<file path="src/shared/amos_cfg.svh">
// constants for accelerometer mode control and output scaling
// Notes on behaviour
// - Target never holds the serial clock low; no clock stretching.
// - Bus inputs ignore clock and data glitches up to 50 ns wide.
// - Output codes are 256, 128, 64 counts per g for 2, 4, 8 g.
// - Samples sit in output registers from address zero, two's complement.
// - Zero acceleration reads as code zero, middle of the signed range.
// - With self-test on, sample equals real acceleration plus test stimulus.
// - Self-test shift scales with the selected range's counts per g.
// - Run-enable clear means standby: logic on, sampling and clocks off.
// - Run-enable set means active: digital and analog sampling both on.
// - Register reads are answered in standby and in active mode.
// - Entering active from standby returns a register subset to reset values.
// - Sleep and wake are active sub-states, never entered with run-enable clear.
// - Each axis is 10-bit two's complement, split into high and low bytes.
`ifndef AMOS_CFG_SVH
`define AMOS_CFG_SVH

`define AMOS_CLK_MHZ    100
`define AMOS_SPIKE_NS   50
// longest suppressed spike, rounded down to whole cycles
`define AMOS_SPIKE_CYC  ((`AMOS_SPIKE_NS * `AMOS_CLK_MHZ) / 1000)
`define AMOS_FILT_W     4

`define AMOS_RAW_W      14
`define AMOS_OUT_W      10
`define AMOS_OUT_MAX    10'h1ff
`define AMOS_OUT_MIN    10'h200

// range select codes and right shift from 1/256 g input units
`define AMOS_RANGE_2G   2'h0
`define AMOS_RANGE_4G   2'h1
`define AMOS_RANGE_8G   2'h2
`define AMOS_SHIFT_2G   2'h0
`define AMOS_SHIFT_4G   2'h1
`define AMOS_SHIFT_8G   2'h2

// output register addresses
`define AMOS_ADDR_W     3
`define AMOS_ADDR_X_HI  3'h0
`define AMOS_ADDR_X_LO  3'h1
`define AMOS_ADDR_Y_HI  3'h2
`define AMOS_ADDR_Y_LO  3'h3
`define AMOS_ADDR_Z_HI  3'h4
`define AMOS_ADDR_Z_LO  3'h5

`endif

</file>
<file path="src/shared/amos_pkg.sv">
// types for accelerometer mode control and output scaling
`default_nettype none
`include "amos_cfg.svh"
package amos_pkg;

  typedef enum logic [1:0] {
    AMOS_STANDBY = 2'b00,
    AMOS_WAKE    = 2'b01,
    AMOS_SLEEP   = 2'b10
  } amos_mode_e;

  typedef logic signed [`AMOS_RAW_W-1:0] amos_raw_t;
  typedef logic signed [`AMOS_OUT_W-1:0] amos_code_t;

  typedef struct packed {
    amos_raw_t x;
    amos_raw_t y;
    amos_raw_t z;
  } amos_raw_s;

  typedef struct packed {
    amos_code_t x;
    amos_code_t y;
    amos_code_t z;
  } amos_sample_s;

endpackage

`default_nettype wire

</file>
<file path="src/core/amos_core.sv">
// mode control, sample scaling and bus pin conditioning of the accelerometer
`timescale 1ns/1ps
`default_nettype none
`include "amos_cfg.svh"

module amos_core
  import amos_pkg::*;
(
  // clock, reset, enable
  input  wire logic                    i_core_clk,
  input  wire logic                    i_rst_n,
  input  wire logic                    i_clk_en,
  // bus pins
  input  wire logic                    i_scl,
  input  wire logic                    i_sda,
  input  wire logic                    i_sda_drive_low,
  output logic                         o_scl_o,
  output logic                         o_scl_oe_n,
  output logic                         o_sda_o,
  output logic                         o_sda_oe_n,
  output logic                         o_scl_filt,
  output logic                         o_sda_filt,
  // control levels
  input  wire logic                    i_run_enable,
  input  wire logic [1:0]              i_range,
  input  wire logic                    i_self_test,
  input  wire logic                    i_sleep_req,
  input  wire logic                    i_wake_req,
  // analog front end
  input  wire logic                    i_raw_valid,
  input  wire amos_raw_s               i_raw,
  input  wire amos_raw_s               i_st_stim,
  // register read port
  input  wire logic                    i_rd_en,
  input  wire logic [`AMOS_ADDR_W-1:0] i_rd_addr,
  output logic [7:0]                   o_rd_data,
  output logic                         o_rd_valid,
  // status
  output amos_mode_e                   o_mode,
  output logic                         o_analog_en,
  output logic                         o_sample_clk_en,
  output logic                         o_data_ready,
  output amos_sample_s                 o_sample
);

  ////////////////////////////////////////////////////////////////////////
  // pin filters: three flip-flops, then a stability counter

  logic [1:0] pin_in;
  logic [1:0] pin_filt;

  assign pin_in = {i_sda, i_scl};

  genvar g;
  generate
    for (g = 0; g < 2; g = g + 1) begin : g_pin
      logic [2:0]              sync_reg;
      logic [2:0]              sync_next;
      logic [`AMOS_FILT_W-1:0] cnt_reg;
      logic [`AMOS_FILT_W-1:0] cnt_next;
      logic                    filt_reg;
      logic                    filt_next;

      // only the second and third stages are compared
      always_comb begin
        sync_next = {sync_reg[1:0], pin_in[g]};
        cnt_next  = '0;
        filt_next = filt_reg;
        if (sync_reg[1] == sync_reg[2] && sync_reg[2] != filt_reg) begin
          if (cnt_reg == `AMOS_FILT_W'(`AMOS_SPIKE_CYC)) begin
            filt_next = sync_reg[2]; // outlasted the longest spike
          end else begin
            cnt_next = cnt_reg + `AMOS_FILT_W'(1);
          end
        end
      end

      // idle bus level is high
      always_ff @(posedge i_core_clk or negedge i_rst_n) begin
        if (!i_rst_n) begin
          sync_reg <= 3'h7;
          cnt_reg  <= '0;
          filt_reg <= 1'b1;
        end else if (i_clk_en) begin
          sync_reg <= sync_next;
          cnt_reg  <= cnt_next;
          filt_reg <= filt_next;
        end
      end

      assign pin_filt[g] = filt_reg;
    end
  endgenerate

  assign o_scl_filt = pin_filt[0];
  assign o_sda_filt = pin_filt[1];

  ////////////////////////////////////////////////////////////////////////
  // pin drivers

  logic sda_oe_n_reg;
  logic sda_oe_n_next;

  // the clock line is never driven, so the low phase is never held
  assign o_scl_o    = 1'b0;
  assign o_scl_oe_n = 1'b1;
  assign o_sda_o    = 1'b0;
  assign o_sda_oe_n = sda_oe_n_reg;

  // open drain: only ever pull low
  always_comb begin
    sda_oe_n_next = ~i_sda_drive_low;
  end

  always_ff @(posedge i_core_clk or negedge i_rst_n) begin
    if (!i_rst_n) begin
      sda_oe_n_reg <= 1'b1;
    end else if (i_clk_en) begin
      sda_oe_n_reg <= sda_oe_n_next;
    end
  end

  ////////////////////////////////////////////////////////////////////////
  // operating mode

  amos_mode_e mode_reg;
  amos_mode_e mode_next;
  logic       entering_active;

  // sleep and wake are reachable only with run-enable set
  always_comb begin
    mode_next = mode_reg;
    case (mode_reg)
      AMOS_STANDBY: begin
        if (i_run_enable) begin
          mode_next = AMOS_WAKE; // active mode
        end
      end
      AMOS_WAKE: begin
        if (!i_run_enable) begin
          mode_next = AMOS_STANDBY;
        end else if (i_sleep_req) begin
          mode_next = AMOS_SLEEP;
        end
      end
      AMOS_SLEEP: begin
        if (!i_run_enable) begin
          mode_next = AMOS_STANDBY;
        end else if (i_wake_req) begin
          mode_next = AMOS_WAKE;
        end
      end
      default: begin
        mode_next = AMOS_STANDBY;
      end
    endcase
  end

  always_ff @(posedge i_core_clk or negedge i_rst_n) begin
    if (!i_rst_n) begin
      mode_reg <= AMOS_STANDBY;
    end else if (i_clk_en) begin
      mode_reg <= mode_next;
    end
  end

  assign entering_active = (mode_reg == AMOS_STANDBY) && i_run_enable;
  assign o_mode          = mode_reg;
  // analog and sample clock follow the registered mode
  assign o_analog_en     = (mode_reg != AMOS_STANDBY);
  assign o_sample_clk_en = (mode_reg != AMOS_STANDBY);

  ////////////////////////////////////////////////////////////////////////
  // scaling: input is in 1/256 g, shifted down for wider ranges

  function automatic amos_code_t scale_axis(
    input amos_raw_t  raw,
    input amos_raw_t  stim,
    input logic       st_on,
    input logic [1:0] shift
  );
    logic signed [`AMOS_RAW_W:0] sum;
    logic signed [`AMOS_RAW_W:0] shifted;
    sum = {raw[`AMOS_RAW_W-1], raw};
    // stimulus joins before scaling so its shift tracks the range
    if (st_on) begin
      sum = sum + {stim[`AMOS_RAW_W-1], stim};
    end
    shifted = sum >>> shift; // 256/128/64 counts per g
    // zero g stays code zero; saturate at the signed ends
    if (shifted > $signed({{(`AMOS_RAW_W-`AMOS_OUT_W+1){1'b0}},
                           `AMOS_OUT_MAX})) begin
      scale_axis = `AMOS_OUT_MAX;
    end else if (shifted < $signed({{(`AMOS_RAW_W-`AMOS_OUT_W+1){1'b1}},
                                   `AMOS_OUT_MIN})) begin
      scale_axis = `AMOS_OUT_MIN;
    end else begin
      scale_axis = shifted[`AMOS_OUT_W-1:0];
    end
  endfunction

  logic [1:0] range_shift;

  always_comb begin
    case (i_range)
      `AMOS_RANGE_4G: range_shift = `AMOS_SHIFT_4G;
      `AMOS_RANGE_8G: range_shift = `AMOS_SHIFT_8G;
      default:        range_shift = `AMOS_SHIFT_2G;
    endcase
  end

  ////////////////////////////////////////////////////////////////////////
  // sample registers and data-ready flag

  amos_sample_s sample_reg;
  amos_sample_s sample_next;
  logic         ready_reg;
  logic         ready_next;
  logic         take;
  logic         ready_clr;

  // standby ignores the front end; old values stay readable
  assign take      = i_raw_valid && (mode_reg != AMOS_STANDBY);
  assign ready_clr = i_rd_en && (i_rd_addr == `AMOS_ADDR_X_HI);

  always_comb begin
    sample_next = sample_reg;
    ready_next  = ready_reg;
    if (ready_clr) begin
      ready_next = 1'b0;
    end
    if (entering_active) begin
      ready_next = 1'b0; // subset back to reset on entering active
    end
    if (take) begin
      sample_next.x = scale_axis(i_raw.x, i_st_stim.x, i_self_test,
                                 range_shift);
      sample_next.y = scale_axis(i_raw.y, i_st_stim.y, i_self_test,
                                 range_shift);
      sample_next.z = scale_axis(i_raw.z, i_st_stim.z, i_self_test,
                                 range_shift);
      ready_next    = 1'b1; // a new sample beats a same-cycle clear
    end
  end

  always_ff @(posedge i_core_clk or negedge i_rst_n) begin
    if (!i_rst_n) begin
      sample_reg <= '0;
      ready_reg  <= 1'b0;
    end else if (i_clk_en) begin
      sample_reg <= sample_next;
      ready_reg  <= ready_next;
    end
  end

  assign o_sample     = sample_reg;
  assign o_data_ready = ready_reg;

  ////////////////////////////////////////////////////////////////////////
  // read port, served in every mode

  logic [7:0] rd_data_reg;
  logic [7:0] rd_data_next;
  logic       rd_valid_reg;
  logic       rd_valid_next;

  // high byte holds bits 9:2, low byte bits 1:0 left aligned
  always_comb begin
    rd_valid_next = i_rd_en; // no mode gating here
    rd_data_next  = rd_data_reg;
    if (i_rd_en) begin
      case (i_rd_addr)
        `AMOS_ADDR_X_HI: rd_data_next = sample_reg.x[9:2];
        `AMOS_ADDR_X_LO: rd_data_next = {sample_reg.x[1:0], 6'h00};
        `AMOS_ADDR_Y_HI: rd_data_next = sample_reg.y[9:2];
        `AMOS_ADDR_Y_LO: rd_data_next = {sample_reg.y[1:0], 6'h00};
        `AMOS_ADDR_Z_HI: rd_data_next = sample_reg.z[9:2];
        `AMOS_ADDR_Z_LO: rd_data_next = {sample_reg.z[1:0], 6'h00};
        default:         rd_data_next = 8'h00;
      endcase
    end
  end

  always_ff @(posedge i_core_clk or negedge i_rst_n) begin
    if (!i_rst_n) begin
      rd_data_reg  <= 8'h00;
      rd_valid_reg <= 1'b0;
    end else if (i_clk_en) begin
      rd_data_reg  <= rd_data_next;
      rd_valid_reg <= rd_valid_next;
    end
  end

  assign o_rd_data  = rd_data_reg;
  assign o_rd_valid = rd_valid_reg;

endmodule

`default_nettype wire

</file>
<file path="config.mk">
export PLATFORM = sky130hd
export DESIGN_NAME = amos_core
export DESIGN_NICKNAME = d
export VERILOG_FILES = /design/src/shared/amos_pkg.sv /design/src/core/amos_core.sv
export VERILOG_INCLUDE_DIRS = /design/src /design/src/shared
export SDC_FILE = /design/constraint.sdc
export NUM_CORES = 1
export LEC_CHECK = 0
export ABC_AREA = 1
export BUFFER_PORTS_ARGS = -buffer_cell sky130_fd_sc_hd__buf_2
export CAP_MARGIN = 25
export CORE_ASPECT_RATIO = 0.75
export CORE_MARGIN = 1.5
export CORE_UTILIZATION = 38
export CTS_BUF_LIST = sky130_fd_sc_hd__clkbuf_8 sky130_fd_sc_hd__clkbuf_16
export DETAILED_ROUTE_END_ITERATION = 8
export PLACE_DENSITY = 0.65
export RECOVER_POWER = 50
export SYNTH_ARGS = -nofsm -noshare
export SYNTH_HDL_FRONTEND = slang
export SYNTH_SLANG_ARGS = --single-unit
</file>
<file path="constraint.sdc">
create_clock -name i_core_clk -period 3.7 [get_ports i_core_clk]
set_clock_uncertainty 0.1 [all_clocks]
set_input_delay 0.185 -clock i_core_clk [delete_from_list [all_inputs] [get_ports i_core_clk]]
set_output_delay 0.185 -clock i_core_clk [all_outputs]
set_load 0.01 [all_outputs]
</file>
==> parameters.txt <==
Parameter                              Value

Outcome
  Outcome    complete, but fails checks
  Violated checks    max-capacitance violations, max-slew violations

Critical path
  Capture instance of the worst register-to-register path    o_sample[10]
  Maximum net fanout on the critical path    29
  Worst reg-to-reg path cell count    6
  Origin of the critical flop-to-flop path    o_mode[0]
  Critical setup path kind    in2reg
  Setup crit start kind    primary input
  Critical path arrival    between 2000 and 2500 ps
  Critical path data required time    3860 ps
  Endpoint class of the critical path    flop
  R2R Setup Slk    about 1400 ps

Yosys
  Main combinational cell family by area after synthesis    simple AND/OR/NAND/NOR gates
  Post-synthesis cell type count    40
  Proportion of register bits with asynchronous set or reset after synthesis    1.00
  EDFF count, synth    0
  Compound-gate portion of the synthesized area    0.115
  Yosys reg bits    59
  Post-synthesis average cell area    5.92 um^2
  Syn. warnings    0
  Post-Synth Simple-Gate Area    0.428
  Share of synthesized area occupied by flip-flops and latches    0.218
  Mux share of post-synthesis cell area    0.00441
  Mapped Cells    1150
  Xor-xnor portion of the synthesized cell area    0.0296
  Synthesized-area fraction occupied by adder cells    0.0933
  Most common flop cell mapped by yosys    sky130_fd_sc_hd__dfrtp_1
  Post-synth design cell area    0.00681 mm^2

Floorplan
  Width of the die    158 um
  Starting utilization of the core area    0.387
  Die Area    0.0187 mm^2
  Number of I/O pins    151
  Core area    around 0.018 mm^2
  Site Rows    42
  Die outline height    119 um

STA
  Max frequency    between 0.4 and 0.5 GHz
  Number of failing hold endpoints at the final stage    0
  Setup repair after global routing missed its margin    false
  Count of endpoints failing setup in the final report    0
  Final Slew Violations    37
  Transition time of the tightest slew-check pin    between 1500 and 2000 ps
  Period minus WS final    2320 ps
  Headroom to the max-slew limit    -0.290
  Post-route setup TNS    0 ps
  Period utilization    0.628

Power
  Switching power    0.00146 W
  P_int    0.00201 W
  Total power density per cell area    430 mW/mm^2
  Maximum ir drop on the vdd rail    0.278 mV
  Portion of total power attributed to combinational logic    0.428
  Leakage dissipation    4.50 nW
  Seq pwr share    0.310
  Clock share of power    0.263
  Overall power of the completed layout    0.00348 W
  Switching Share    0.421

Cells and area
  Number of flip-flops under the largest register name    30
  Area used by sequential logic in the layout    roughly 0.0015 mm^2
  Area growth syn-to-layout    18.6%
  Post-route core utilization    0.459
  Layout cells sized above 1    0.130
  Total of fill cells in the finished design    1900
  Fin cells    1537
  Net count, final    1440
  Antenna cells    0
  Multi-input logic area    0.00457 mm^2

GRT
  Gr usage total    0.214
  Wire length of the first global-routing pass    32600 um
  Number of global-route vias before repair    6885
  Total global routing overflow    0
  Number of antenna violations at the first check in global routing    0
  Pin count of the biggest net entering global routing    37

Clocking
  H-tree levels    3
  CTS clock-pin slew for the worst setup and hold paths    roughly 50 ps
  Clock root cell    sky130_fd_sc_hd__clkbuf_16
  Buffer depth of the longest clock path    2
  Clock sinks    59
  Post-CTS Setup Inserts    0
  TritonCTS clock tree    done
  Source-to-sink clock delay at the later pin of the worst-skew pair    approximately 330 ps
  Number of buffers created by CTS    9

Job
  Max Cap Violations    1

Hold path
  Worst hold-check path type    in2reg
  Worst hold stages    3
  Worst hold path startpoint    i_run_enable
  Sink of the worst hold path    o_mode[1]

Placed design
  DP HPWL    between 15000 and 20000 um
  Final Wtd Congestion    roughly 0.9
  Placed Cells incl. Taps    1517
  Count of input and output buffers    147

Detailed routing
  Count of TritonRoute iterations in the first routing pass    5
  # DRC    0
  Routed WL    around 20000 um
  Wire length per cell after detailed routing    13.2 um
  Vias    roughly 7600
  DRC marker count from the first detailed-route iteration    507
  Remaining antenna violation count after routing    0
  Ratio of routed vias to standard cells    roughly 4.9
-- worst max-delay path by stage --
stage	start	to	slack, ps
2_1_floorplan	i_raw[28]	o_sample[20]	1490
5_1_grt	i_rst_n	g_pin[0].sync_reg[1]	1050
6_report	i_clk_en	o_sample[10]	1380
4_1_cts	o_mode[0]	o_sample[10]	1400
3_3_place_gp	i_raw[14]	o_sample[18]	1170
3_5_place_dp	i_raw[0]	o_sample[4]	1080
-- cell usage after synthesis (all sizes together) (4+ instances only) --
master | count | area share
nand2 | 438 | 0.24
xnor2 | 11 | 0.014
nor3 | 4 | 0.0029
nand3 | 130 | 0.10
or2 | 8 | 0.0073
nand4 | 13 | 0.012
dfrtp | 50 | 0.18
o221ai | 9 | 0.012
a21oi | 51 | 0.039
inv | 161 | 0.089
and2 | 4 | 0.0037
nor2 | 93 | 0.055
dfstp | 9 | 0.035
ha | 46 | 0.084
xor2 | 12 | 0.015
a31oi | 7 | 0.0064
buf | 16 | 0.014
clkbuf | 16 | 0.0088
o22ai | 15 | 0.014
o21ai | 35 | 0.026
-- layout by cell type (no fill, tap or decap), types with 12 or more instances in the layout --
master	netlist	final
sky130_fd_sc_hd__buf_2	8	103
sky130_fd_sc_hd__ha_1	46	46
sky130_fd_sc_hd__clkbuf_1	16	44
sky130_fd_sc_hd__nor2_1	86	86
sky130_fd_sc_hd__inv_1	161	161
sky130_fd_sc_hd__a21oi_1	50	50
sky130_fd_sc_hd__dfrtp_1	50	50
sky130_fd_sc_hd__xor2_1	12	12
sky130_fd_sc_hd__o21ai_0	35	35
sky130_fd_sc_hd__nand3_1	119	119
sky130_fd_sc_hd__nand4_1	13	13
sky130_fd_sc_hd__o22ai_1	15	15
sky130_fd_sc_hd__nand2_1	434	434
-- metal layers --
layer,up-vias,share of wire,track usage
met2,192,0.44,0.347
met5,-,0,0
met4,0,0.010,0.0425
met1,3380,0.49,0.297
li1,3962,-,-
met3,21,0.061,0.0408
-- cell type report --
class	instances	share of cell area
multi-input cells	899	0.566
flip-flops and latches	59	0.184
repair buffers	160	0.0975
inverters	161	0.0748
well taps	242	0.0375
clock buffers	11	0.0313
clock inverters	5	0.00929
-- power by group through the flow --
stage / clock, W / sequential [W] / combinational [W]
2_1_floorplan: 0 / 0.00111 / 0.000902
3_3_place_gp: 0 / 0.00108 / 0.00151
3_5_place_dp: 0 / 0.00108 / 0.00153
4_1_cts: 0.000930 / 0.00107 / 0.00154
5_1_grt: 0.000957 / 0.00110 / 0.00169
6_report: 0.000914 / 0.00108 / 0.00149
-- timing repair --
action | in CTS | in global routing
hold buffers | 4 | 0
hold endpoints to repair | 33 | 0
gates resized for setup | 0 | 0
-- critical path, cell delays in order --
cell and delay, ps:
sky130_fd_sc_hd__clkbuf_1 620, sky130_fd_sc_hd__nand3_2 550, sky130_fd_sc_hd__inv_1 850, sky130_fd_sc_hd__nand3_1 170, sky130_fd_sc_hd__nand2_1 90
-- stage by stage --
stage	area [um^2]	setup WS (ps)	hold WS, ps
after floorplan	6820	1490	-211
after global placement	7770	1170	219
after detailed placement	7770	1080	221
after CTS	8140	1400	95.2
after global routing	8080	1050	131
final	8080	1380	107
-- logic make-up after synthesis --
kind of cell | after synthesis
AO/OA/AOI/OAI | 131
XOR/XNOR | 23
adder cells (fa/ha/maj) | 49
buffers and inverters | 193
flip-flops | 59
multiplexers | 3
other | 2
AND/OR/NAND/NOR | 690
Power figures use the tool's default switching activity.
